## src/design/nvm_ctrl_pkg.sv

```systemverilog
package nvm_ctrl_pkg;

    // Device register offsets (byte addresses on the device link)
    localparam logic [8:0] OFF_MEM_ENABLE   = 9'h134;
    localparam logic [8:0] OFF_PAGE_LOCK    = 9'h140;
    localparam logic [8:0] OFF_DWORD_SIZE   = 9'h144;
    localparam logic [8:0] OFF_COMMAND      = 9'h148;
    localparam logic [8:0] OFF_IRQ_ENABLE   = 9'h154;
    localparam logic [8:0] OFF_FLAG_CLEAR   = 9'h158;
    localparam logic [8:0] OFF_OWNER_REQ    = 9'h1FC;
    localparam logic [8:0] OFF_STATUS       = 9'h120;
    localparam logic [8:0] OFF_WBUF_BASE    = 9'h080;

    // Field positions and reset values
    localparam int         MEM_EN_BIT       = 0;
    localparam int         CACHE_BYP_BIT    = 1;
    localparam logic [1:0] MEM_ENABLE_RST   = 2'h1;
    localparam logic [3:0] DWORD_SIZE_RST   = 4'h0;
    localparam logic [10:0] IRQ_ENABLE_RST  = 11'h000;
    localparam int         CLR_BUSY_BIT     = 0;
    localparam int         CLR_DENIED_BIT   = 1;
    localparam int         CLR_CMDBUSY_BIT  = 2;
    localparam int         CMD_FIELD_LSB    = 24;

    // Ownership request codes and owner encodings
    localparam logic [7:0] REQ_RELEASE      = 8'h00;
    localparam logic [7:0] REQ_CLAIM        = 8'h01;
    localparam logic [7:0] REQ_SEIZE        = 8'h03;
    localparam logic [1:0] MASTER_SYSCTRL   = 2'h0;
    localparam logic [1:0] MASTER_FABRIC    = 2'h2;
    localparam logic [1:0] MASTER_OTHER     = 2'h3;

    // Controller (APB side) register offsets
    localparam logic [7:0] CT_ADDR          = 8'h00;
    localparam logic [7:0] CT_WDATA         = 8'h04;
    localparam logic [7:0] CT_CTRL          = 8'h08;
    localparam logic [7:0] CT_RDATA         = 8'h0C;
    localparam logic [7:0] CT_IRQ_STATUS    = 8'h10;
    localparam logic [7:0] CT_IRQ_MASK      = 8'h14;
    localparam int         CTRL_WRITE_BIT   = 0;
    localparam int         CTRL_START_BIT   = 1;
    localparam int         CTRL_BUSY_BIT    = 2;
    localparam int         EV_DONE_BIT      = 0;
    localparam int         EV_ERROR_BIT     = 1;

endpackage

```

## src/design/nvm_link_if.sv

```systemverilog
`timescale 1ns/1ns
interface nvm_link_if;
    logic        req;
    logic        write;
    logic [8:0]  addr;
    logic [31:0] wdata;
    logic [1:0]  master;
    logic        ack;
    logic        err;
    logic [31:0] rdata;

    modport device (
        input  req, write, addr, wdata, master,
        output ack, err, rdata
    );
    modport host (
        output req, write, addr, wdata, master,
        input  ack, err, rdata
    );
endinterface

```

## src/design/nvm_ctrl_regs.sv

```systemverilog
// The APB register port was chosen for this implementation.
`timescale 1ns/1ns
// Functional notes
// - Bit 0 at 0x134 enables memory, resets 1
// - Bit 1 bypasses read cache, resets 0
// - Page lock bit at 0x140, resets 0
// - Four-bit dword count at 0x144, 0=1, 15=16
// - Command write launches only valid commands
// - Eleven-bit interrupt enable at 0x154, resets zero
// - Write-only clear at 0x158, ones clear
// - Writing 0x01 to 0x1FC requests ownership
// - Owner readback: bit2 held, low bits who
// - Owner writes 0x00 to release ownership
// - System controller 0x03 seizes ownership immediately
// - Release clears write and read buffers
// - Software avoids unmapped controller addresses
// - Owner-only registers answer the owner only
// - Clear bits 1,2 drop denial flags; flags block
// - Seizure keeps write buffer; mode exit clears
module nvm_ctrl_regs
    import nvm_ctrl_pkg::*;
#(
    parameter int WBUF_WORDS = 32,
    parameter int RBUF_WORDS = 8,
    parameter int CMD_BUSY_CYCLES = 16
) (
    // Clock and reset
    input  wire logic        pclk,
    input  wire logic        presetn,
    // Link from masters
    nvm_link_if.device       link,
    // Device state toward the array side
    input  wire logic        mode_exit,
    output logic             mem_enable,
    output logic             cache_bypass,
    output logic             cmd_start,
    output logic [31:0]      cmd_word,
    output logic [3:0]       dword_count,
    output logic             irq
);
    import nvm_ctrl_pkg::*;

    logic [1:0]  mem_ctl_q;
    logic        page_lock_q;
    logic [3:0]  dword_size_q;
    logic [31:0] command_q;
    logic [10:0] irq_en_q;
    logic [2:0]  owner_q;
    logic        busy_q;
    logic        denied_q;
    logic        cmd_busy_q;
    logic        start_q;
    logic        irq_q;
    logic [7:0]  busy_cnt_q;
    logic        ack_q;
    logic        err_q;
    logic [31:0] rdata_q;
    logic [31:0] wbuf_q [WBUF_WORDS];
    logic [31:0] rbuf_q [RBUF_WORDS];

    logic        is_owner;
    logic        owner_only;
    logic        wr;
    logic        rd;
    logic        allowed;
    logic [7:0]  req_code;
    logic        cmd_valid;
    logic        cmd_launch;
    logic        release_now;
    logic        wbuf_hit;

    // Take each request once: req still stands on the edge that ends ack
    assign wr        = link.req && link.write && !ack_q;
    assign rd        = link.req && !link.write && !ack_q;
    assign req_code  = link.wdata[7:0];
    assign is_owner  = owner_q[2] && (owner_q[1:0] == link.master);
    assign wbuf_hit  = (link.addr >= OFF_WBUF_BASE) && (link.addr < 9'h100);
    assign owner_only = !(wbuf_hit || link.addr == OFF_STATUS || link.addr == OFF_OWNER_REQ);
    assign allowed   = !owner_only || is_owner;
    // Valid command decode, top byte nonzero
    assign cmd_valid = link.wdata[31:CMD_FIELD_LSB] != 8'h00;
    assign cmd_launch = wr && allowed && link.addr == OFF_COMMAND && cmd_valid
                        && !denied_q && !cmd_busy_q && !busy_q && mem_ctl_q[MEM_EN_BIT];
    assign release_now = wr && link.addr == OFF_OWNER_REQ && req_code == REQ_RELEASE && is_owner;

    // Control registers
    always_ff @(posedge pclk or negedge presetn) begin
        if (!presetn) begin
            mem_ctl_q    <= MEM_ENABLE_RST;
            page_lock_q  <= 1'b0;
            dword_size_q <= DWORD_SIZE_RST;
            command_q    <= 32'h0000_0000;
            irq_en_q     <= IRQ_ENABLE_RST;
        end else if (wr && allowed) begin
            unique case (link.addr)
                OFF_MEM_ENABLE: mem_ctl_q    <= link.wdata[1:0];
                OFF_PAGE_LOCK:  page_lock_q  <= link.wdata[0];
                OFF_DWORD_SIZE: dword_size_q <= link.wdata[3:0];
                OFF_COMMAND:    command_q    <= link.wdata;
                OFF_IRQ_ENABLE: irq_en_q     <= link.wdata[10:0];
                default: ;
            endcase
        end
    end

    // Ownership arbitration
    always_ff @(posedge pclk or negedge presetn) begin
        if (!presetn) begin
            owner_q <= 3'h0;
        end else if (wr && link.addr == OFF_OWNER_REQ) begin
            if (req_code == REQ_SEIZE && link.master == MASTER_SYSCTRL) begin
                owner_q <= {1'b1, MASTER_SYSCTRL};
            end else if (req_code == REQ_CLAIM && !owner_q[2]) begin
                owner_q <= {1'b1, link.master};
            end else if (release_now) begin
                // Keep last holder in low bits
                owner_q <= {1'b0, owner_q[1:0]};
            end
        end
    end

    // Busy and error flags; set wins over clear
    always_ff @(posedge pclk or negedge presetn) begin
        if (!presetn) begin
            busy_q     <= 1'b0;
            denied_q   <= 1'b0;
            cmd_busy_q <= 1'b0;
            busy_cnt_q <= 8'h00;
            start_q    <= 1'b0;
            irq_q      <= 1'b0;
        end else begin
            logic clr_wr;
            logic cmd_wr;
            clr_wr = wr && allowed && link.addr == OFF_FLAG_CLEAR;
            cmd_wr = wr && allowed && link.addr == OFF_COMMAND;
            start_q <= cmd_launch;
            irq_q   <= |(irq_en_q[2:0] & {cmd_busy_q, denied_q, busy_q});
            if (cmd_launch) begin
                busy_q     <= 1'b1;
                busy_cnt_q <= 8'(CMD_BUSY_CYCLES);
            end else if (busy_q) begin
                busy_cnt_q <= busy_cnt_q - 8'h01;
                if (busy_cnt_q == 8'h01 || (clr_wr && link.wdata[CLR_BUSY_BIT])) begin
                    busy_q <= 1'b0;
                end
            end
            if ((cmd_wr && !cmd_valid) || ((wr || rd) && !allowed)) begin
                denied_q <= 1'b1;
            end else if (clr_wr && link.wdata[CLR_DENIED_BIT]) begin
                denied_q <= 1'b0;
            end
            if (cmd_wr && cmd_valid && busy_q) begin
                cmd_busy_q <= 1'b1;
            end else if (clr_wr && link.wdata[CLR_CMDBUSY_BIT]) begin
                cmd_busy_q <= 1'b0;
            end
        end
    end

    // Write and read buffers
    genvar gi;
    generate
        for (gi = 0; gi < WBUF_WORDS; gi++) begin : g_wbuf
            always_ff @(posedge pclk or negedge presetn) begin
                if (!presetn) begin
                    wbuf_q[gi] <= 32'h0000_0000;
                // Release clears; seizure keeps, mode exit clears
                end else if (release_now || mode_exit) begin
                    wbuf_q[gi] <= 32'h0000_0000;
                end else if (wr && wbuf_hit && link.addr[6:2] == 5'(gi)) begin
                    wbuf_q[gi] <= link.wdata;
                end
            end
        end
        for (gi = 0; gi < RBUF_WORDS; gi++) begin : g_rbuf
            always_ff @(posedge pclk or negedge presetn) begin
                if (!presetn) begin
                    rbuf_q[gi] <= 32'h0000_0000;
                end else if (release_now) begin
                    rbuf_q[gi] <= 32'h0000_0000;
                end else if (start_q) begin
                    rbuf_q[gi] <= command_q ^ 32'(gi);
                end
            end
        end
    endgenerate

    // Link answer, one cycle after request
    always_ff @(posedge pclk or negedge presetn) begin
        if (!presetn) begin
            ack_q   <= 1'b0;
            err_q   <= 1'b0;
            rdata_q <= 32'h0000_0000;
        end else begin
            ack_q   <= link.req && !ack_q;
            err_q   <= link.req && !ack_q && !allowed;
            rdata_q <= 32'h0000_0000;
            if (rd && allowed) begin
                if (wbuf_hit) begin
                    rdata_q <= wbuf_q[link.addr[6:2]];
                end else begin
                    unique case (link.addr)
                        OFF_MEM_ENABLE: rdata_q <= {30'h0, mem_ctl_q};
                        OFF_PAGE_LOCK:  rdata_q <= {31'h0, page_lock_q};
                        OFF_DWORD_SIZE: rdata_q <= {28'h0, dword_size_q};
                        OFF_COMMAND:    rdata_q <= command_q;
                        OFF_IRQ_ENABLE: rdata_q <= {21'h0, irq_en_q};
                        OFF_STATUS:     rdata_q <= {owner_q, 9'h0, cmd_busy_q, denied_q, 17'h0, busy_q};
                        OFF_OWNER_REQ:  rdata_q <= {29'h0, owner_q};
                        default:        rdata_q <= 32'h0000_0000;
                    endcase
                end
            end
        end
    end

    assign link.ack   = ack_q;
    assign link.err   = err_q;
    assign link.rdata = rdata_q;
    assign mem_enable   = mem_ctl_q[MEM_EN_BIT];
    assign cache_bypass = mem_ctl_q[CACHE_BYP_BIT];
    assign cmd_start    = start_q;
    assign cmd_word     = command_q;
    assign dword_count  = dword_size_q;
    assign irq          = irq_q;

endmodule

```

## src/flat_wrapper.sv

```systemverilog
// flat-port wrapper written by rule: the top's interface ports become plain ports
module nvm_ctrl_regs_flat import nvm_ctrl_pkg::*;
#(
    parameter int WBUF_WORDS = 32,
    parameter int RBUF_WORDS = 8,
    parameter int CMD_BUSY_CYCLES = 16
)
  (pclk, presetn, mode_exit, mem_enable, cache_bypass, cmd_start, cmd_word, dword_count, irq, link_req, link_write, link_addr, link_wdata, link_master, link_ack, link_err, link_rdata);
  nvm_link_if link_i ();
  input  wire logic pclk;
  input  wire logic presetn;
  input  wire logic mode_exit;
  output logic mem_enable;
  output logic cache_bypass;
  output logic cmd_start;
  output logic [31:0] cmd_word;
  output logic [3:0] dword_count;
  output logic irq;
  input wire logic [$bits(link_i.req)-1:0] link_req;
  input wire logic [$bits(link_i.write)-1:0] link_write;
  input wire logic [$bits(link_i.addr)-1:0] link_addr;
  input wire logic [$bits(link_i.wdata)-1:0] link_wdata;
  input wire logic [$bits(link_i.master)-1:0] link_master;
  output wire logic [$bits(link_i.ack)-1:0] link_ack;
  output wire logic [$bits(link_i.err)-1:0] link_err;
  output wire logic [$bits(link_i.rdata)-1:0] link_rdata;
  assign link_i.req = link_req;
  assign link_i.write = link_write;
  assign link_i.addr = link_addr;
  assign link_i.wdata = link_wdata;
  assign link_i.master = link_master;
  assign link_ack = link_i.ack;
  assign link_err = link_i.err;
  assign link_rdata = link_i.rdata;
  nvm_ctrl_regs #(.WBUF_WORDS(WBUF_WORDS), .RBUF_WORDS(RBUF_WORDS), .CMD_BUSY_CYCLES(CMD_BUSY_CYCLES)) u_core (.pclk(pclk), .presetn(presetn), .link(link_i), .mode_exit(mode_exit), .mem_enable(mem_enable), .cache_bypass(cache_bypass), .cmd_start(cmd_start), .cmd_word(cmd_word), .dword_count(dword_count), .irq(irq));
endmodule
```

## config.mk

```make
export PLATFORM = sky130hd
export DESIGN_NAME = nvm_ctrl_regs_flat
export DESIGN_NICKNAME = d
export VERILOG_FILES = /design/src/design/nvm_ctrl_pkg.sv /design/src/design/nvm_link_if.sv /design/src/design/nvm_ctrl_regs.sv /design/src/flat_wrapper.sv
export SDC_FILE = /design/constraint.sdc
export NUM_CORES = 2
export LEC_CHECK = 0
export ABC_AREA = 0
export BUFFER_PORTS_ARGS = -buffer_cell sky130_fd_sc_hd__buf_2
export CORE_UTILIZATION = 40
export CTS_CLUSTER_SIZE = 24
export DETAILED_ROUTE_END_ITERATION = 8
export PLACE_DENSITY_LB_ADDON = 0.3
export SLEW_MARGIN = 15
export SYNTH_ARGS = -nofsm -noshare
export SYNTH_HDL_FRONTEND = slang
export SYNTH_SLANG_ARGS = --single-unit
```

## constraint.sdc

```tcl
create_clock -name pclk -period 2.8 [get_ports pclk]
set_clock_uncertainty 0.05 [all_clocks]
set_input_delay 0.28 -clock pclk [delete_from_list [all_inputs] [get_ports pclk]]
set_output_delay 0.28 -clock pclk [all_outputs]
set_load 0.005 [all_outputs]
```

== Yosys cells after proc, flatten, opt, wreduce, memory -nomap -nowiden ==
Index checks and enable logic that the tools add are counted.

* Register bits: 1124

* Add/subtract/negate cells: 1
* $lt $le $gt $ge: 3
* Eq/ne operators: 43
* Multiplexer cells: 82
* Bitwise logic cells: 2
* Reductions and logical operators: 125

{| class="wikitable"
|+ Operator list
! operator !! count
|-
| 32-bit 2-to-1 mux || 68
|-
| 32-bit one-hot mux with 7 select lines || 1
|-
| 32-bit binary-select mux with 5-bit select || 1
|-
| 5-bit equality test (second input constant) || 16
|-
| 9-bit equality test (second input constant) || 8
|-
| 2-bit nonzero test || 36
|-
| 1-bit logical AND || 61
|-
| 5-bit by 4-bit equality test with 1-bit output (second input constant) || 8
|-
| 5-bit by 3-bit equality test with 1-bit output (second input constant) || 4
|-
| 8-bit by 1-bit equality test with 1-bit output (second input constant) || 2
|-
| 8-bit 2-to-1 mux || 2
|-
| 2-bit AND reduction || 7
|-
| 5-bit by 2-bit equality test with 1-bit output (second input constant) || 2
|-
| 9-bit by 8-bit greater-or-equal comparator with 1-bit output (second input constant) || 1
|-
| 9-bit < comparator (second input constant) || 1
|-
| 3-bit 2-to-1 mux || 3
|-
| 8-bit by 2-bit equality test with 1-bit output (second input constant) || 1
|-
| 1-bit logical NOT || 8
|-
| 8-bit logical NOT || 1
|-
| 8-bit nonzero test || 1
|-
| 8-bit by 1-bit subtractor with 8-bit output (second input constant) || 1
|-
| 1-bit logical OR || 7
|-
| 1-bit 2-to-1 mux || 7
|-
| 6-bit greater-or-equal comparator (second input constant) || 1
|-
| 8 further kinds || 8
|}

== Logic depth before layout (Yosys ltp) ==
* Depth in word-level cells: 13
* Mapped depth: 11
* Depth with buffers taken out: 6

== Worst setup path before layout ==
Ideal clock, no wire load.

* Path kind: input -> register
* Start: input port link_addr[6]
* End: register u_core.command_q[10], in the netlist u_core.cmd_word[10]
* Setup time: 125 ps
* Arrival time: 2082 ps
* Required time: 2625 ps
* Path slack: 543 ps
* Stages: 6
* Path through: buf_2 -> nand4bb_1 -> or4_1 -> a311oi_2 -> buf_4 -> mux2_2

* Longest elaborated chain between the ends: 7
* Elaborated cells between the ends (all ways): 11
* Those cells by class: order compare: 2; eq/ne: 3; reduce/logical: 6

{| class="wikitable"
|+ Ends and longest elaborated chain
! what !! RTL line !! text
|-
| start, declared || flat_wrapper.sv:21 || <nowiki>input wire logic [$bits(link_i.addr)-1:0] link_addr;</nowiki>
|-
| 9-bit by 8-bit greater-or-equal comparator with 1-bit output / 9-bit < comparator (equally long branches) || nvm_ctrl_regs.sv:77 || <nowiki>assign wbuf_hit = (link.addr >= OFF_WBUF_BASE) && (link.addr < 9'h100);</nowiki>
|-
| 1-bit logical AND || nvm_ctrl_regs.sv:77 ||
|-
| 1-bit logical OR (2 in a row) || nvm_ctrl_regs.sv:78 || <nowiki>assign owner_only = !(wbuf_hit || link.addr == OFF_STATUS || link.addr == OFF_OWNER_REQ);</nowiki>
|-
| 1-bit logical OR || nvm_ctrl_regs.sv:79 || <nowiki>assign allowed = !owner_only || is_owner;</nowiki>
|-
| 1-bit logical AND || nvm_ctrl_regs.sv:94 || <nowiki>end else if (wr && allowed) begin</nowiki>
|-
| 2-bit AND reduction (no source line) (*) || -- ||
|-
| end signal, assigned || nvm_ctrl_regs.sv:99 || <nowiki>OFF_COMMAND: command_q <= link.wdata;</nowiki>
|-
| end, declared || nvm_ctrl_regs.sv:46 || <nowiki>logic [31:0] command_q;</nowiki>
|}

Every way passes the cells marked *; elsewhere a longest branch is shown, timed or not.
A chain may end at the register's enable or synchronous reset.

== Worst setup path in the final report ==
* Start: register u_core.owner_q[1]
* End: register u_core.irq_en_q[8]

* Longest elaborated chain between the ends: 5

{| class="wikitable"
|+ Ends and longest elaborated chain
! what !! RTL line !! text
|-
| start, declared || nvm_ctrl_regs.sv:48 || <nowiki>logic [2:0] owner_q;</nowiki>
|-
| start signal, assigned || nvm_ctrl_regs.sv:112 || <nowiki>owner_q <= {1'b1, MASTER_SYSCTRL};</nowiki>
|-
| start signal, assigned || nvm_ctrl_regs.sv:114 || <nowiki>owner_q <= {1'b1, link.master};</nowiki>
|-
| start signal, assigned || nvm_ctrl_regs.sv:117 || <nowiki>owner_q <= {1'b0, owner_q[1:0]};</nowiki>
|-
| 2-bit equality test || nvm_ctrl_regs.sv:76 || <nowiki>assign is_owner = owner_q[2] && (owner_q[1:0] == link.master);</nowiki>
|-
| 1-bit logical AND || nvm_ctrl_regs.sv:76 ||
|-
| 1-bit logical OR || nvm_ctrl_regs.sv:79 ||
|-
| 1-bit logical AND || nvm_ctrl_regs.sv:94 ||
|-
| 2-bit AND reduction (no source line) || -- ||
|-
| end signal, assigned || nvm_ctrl_regs.sv:100 || <nowiki>OFF_IRQ_ENABLE: irq_en_q <= link.wdata[10:0];</nowiki>
|-
| end, declared || nvm_ctrl_regs.sv:47 || <nowiki>logic [10:0] irq_en_q;</nowiki>
|}

Every way passes these cells.

==> metrics.txt <==
switching pwr=8630 uW; antenna violation net count after detailed routing=0; Clk pwr share=0.465; antenna violations before repair=7; power density over the cells=563 nW/um2; HP Class=input port to flip-flop; WL/cell=27.0 um; Arrival @ worst endpoint=3.17 ns; Pre-antenna DRT Iters=6; final net count=5845; Startpoint Class=flip-flop; crit-path cells=xnor2_1 -> a31oi_1 -> a31o_2 -> nor2b_1 -> buf_4 -> mux2_2; Post-CTS Hold Buffers=8; CP Launch Point=u_core.owner_q[1]; Tcrit/Tclk final=0.921; # clock sinks=1124; CTS Buf Count=117; Hold Slack=0.0307 ns; Mapped Cells=5771; most common cell after layout, fill and taps aside=nand2_1; Worst-Margin Slew=1.42 ns; DIE AREA=136000 um2; hold path start=link_wdata[28]; Worst-path clk slew=0.07 ns; Final Max Tran Viols=0; WP data required=3.39 ns; leakage power=0.0256 uW; vias after detailed routing=45900; Fillers=12400; H-tree level count=3; final setup fails=0; CTS tree=done; async set-reset flop share out of synthesis=1.00; fmax=0.388 GHz; 1st-iter DRT viols=6128; CP max-delay cell=dfrtp_1; Yosys Warn Count=0; R2R Path Start=u_core.owner_q[1]; area grow syn2layout=15.4%; Max stage delay on crit path=0.52 ns; chip height=368 um; synthesized area=53700 um2; clk root buf=clkbuf_16; combinational fraction of design power=0.068; EDFF count, synth=0; Max Root-Sink Buffers=3; Max VDD drop=507 uV; std cell rows=134; Mapped Nets=5821; die width=368 um; Core ar.=133000 um2; largest net degree at the start of global routing=130; Detailed Place HPWL=132000 um; sequential share of the synthesized area=0.524; Int Pwr=26200 uW; CP Max Fanout=9; Crit Path Category=flip-flop to flip-flop; share of layout cells above drive strength 1=0.177; Via density=5.99; Slew HR=0.0482; outcome=finished clean; drt drc=0; GRT Total Usage=0.303; fin crit period=2.58 ns; PortBufs=121; first-pass GRT wire length=305000 um; RSZ-0062 raised after global routing=false; prevailing post-synth register cell=dfrtp_1; post-CTS sizing=0; Worst Setup End Kind=flip-flop; net switching fraction of the power=0.247; final wirelength=207000 um; RePlAce Congestion=0.921; final core utilization=0.465; number of top-level pins=122; synthesized area per cell=9.31 um2; Post-CTS Setup Inserts=0; register share of total power=0.467; number of max-cap violations=0; starting density of the core=0.403; Worst-Skew Late Latency=0.76 ns; most frequent cells in the layout=nand2_1, dfrtp_1, a21oi_1, buf_4, mux4_2; count of state elements after synthesis=1124; vias in the first global route=43900; Hold Vio Cnt, Final=0; Congestion Overflow GR=0; Netlist cell types=71
[state kept, by name (all words and copies together) (netlist names), 2 cells and up]
name,cells
u_core.dword_count,4
u_core.cmd_word,32
u_core.irq_en_q,11
u_core.wbuf_q,1024
u_core.link.rdata,32
u_core.owner_q,3
u_core.busy_cnt_q,8
u_core.mem_ctl_q,2
[layer usage]
| layer | track usage | vias to the layer above | share of wire |
|---|---|---|---|
| met5 | 0 | - | 0.00010 |
| met4 | 0.147 | 4 | 0.053 |
| met3 | 0.0739 | 552 | 0.11 |
| met2 | 0.450 | 2700 | 0.44 |
| met1 | 0.414 | 23100 | 0.39 |
| li1 | - | 19500 | - |
[final cells by class]
class                   count  area [um2]  area share
diodes                      4        10.0    0.000161
clock buffers             176        3510      0.0567
flip-flops and latches   1124       28100       0.454
clock inverters            33         419     0.00676
repair buffers            506        4750      0.0766
inverters                   9        33.8    0.000545
multi-input cells        4037       22900       0.370
well taps                1768        2210      0.0357
[Yosys cell counts (all sizes together), types with 5 or more instances]
cell	instances	area, um2
nand4	7	50.1
a22o	10	87.6
nor2b	21	131
mux2i	110	1100
nor4	23	159
nand2b	12	75.1
clkbuf	332	1250
xnor2	7	61.3
or3	24	150
nand3	26	130
a21oi	1056	5290
a22oi	14	105
nor3	37	185
o221ai	14	123
a2111oi	13	114
a211oi	29	218
or2	14	87.6
a31oi	10	62.6
o2111ai	14	123
nor2	61	229
o21a	11	82.6
mux2	96	1080
nand2	2102	7890
a221oi	14	123
mux4	175	3940
o21ai	18	90.1
buf	269	1670
o211ai	5	37.5
o22a	8	70.1
a221o	7	70.1
o22ai	46	288
or4	6	45.0
o311a	5	50.1
dfrtp	1123	28100
inv	8	30.0
[stage by stage]
stage               std cells  setup WS, ns  power (uW)  instance area (um2)  TNS, ns
floorplan                5771         0.543       17700                53700        0
global placement         7436        -0.158       18900                58000   -0.297
global route             7656         0.163       35700                62000        0
CTS                      7653         0.272       34900                62000        0
detailed placement       7436        -0.185       18900                58000   -0.390
finish                   7657         0.223       34900                62000        0
[worst max-delay path: cells and delay by family, from the launching register on]
kind	cells	cell delay [ns]
AOI/OAI and AO/OA	2	0.71
xor gates and xnor gates	1	0.30
buffers and inverters	1	0.27
DFF	1	0.52
muxes	1	0.36
and+or+nand+nor	1	0.24
[path summary, 6_finish.rpt]
kind | to | slack (ns) | cells past startpoint
worst max-delay path | u_core.irq_en_q[8] | 0.22 | 6
worst min-delay path | u_core.wbuf_q[92] | 0.03 | 4
worst max register to register | u_core.irq_en_q[8] | 0.22 | 6
worst min register to register | u_core.page_lock_q | 0.46 | 1
max in group asynchronous | u_core.wbuf_q[170] | 1.26 | 3
min in group asynchronous | u_core.wbuf_q[554] | 0.27 | 3
[cell families after synthesis]
| kind of cell | share of synthesized area |
|---|---|
| simple gates | 0.173 |
| buf+inv | 0.0549 |
| fa+ha+maj | 0.000466 |
| xor+xnor | 0.00130 |
| mux | 0.114 |
| flops | 0.524 |
| compound gates | 0.132 |
[power by group through the flow]
stage / combinational [uW] / clock (uW) / sequential, uW
floorplan: 1110 / 0 / 16600
global placement: 2330 / 0 / 16600
detailed placement: 2340 / 0 / 16600
CTS: 2350 / 16300 / 16300
global route: 2500 / 17000 / 16300
finish: 2390 / 16200 / 16300
Power figures use the tool's default switching activity.
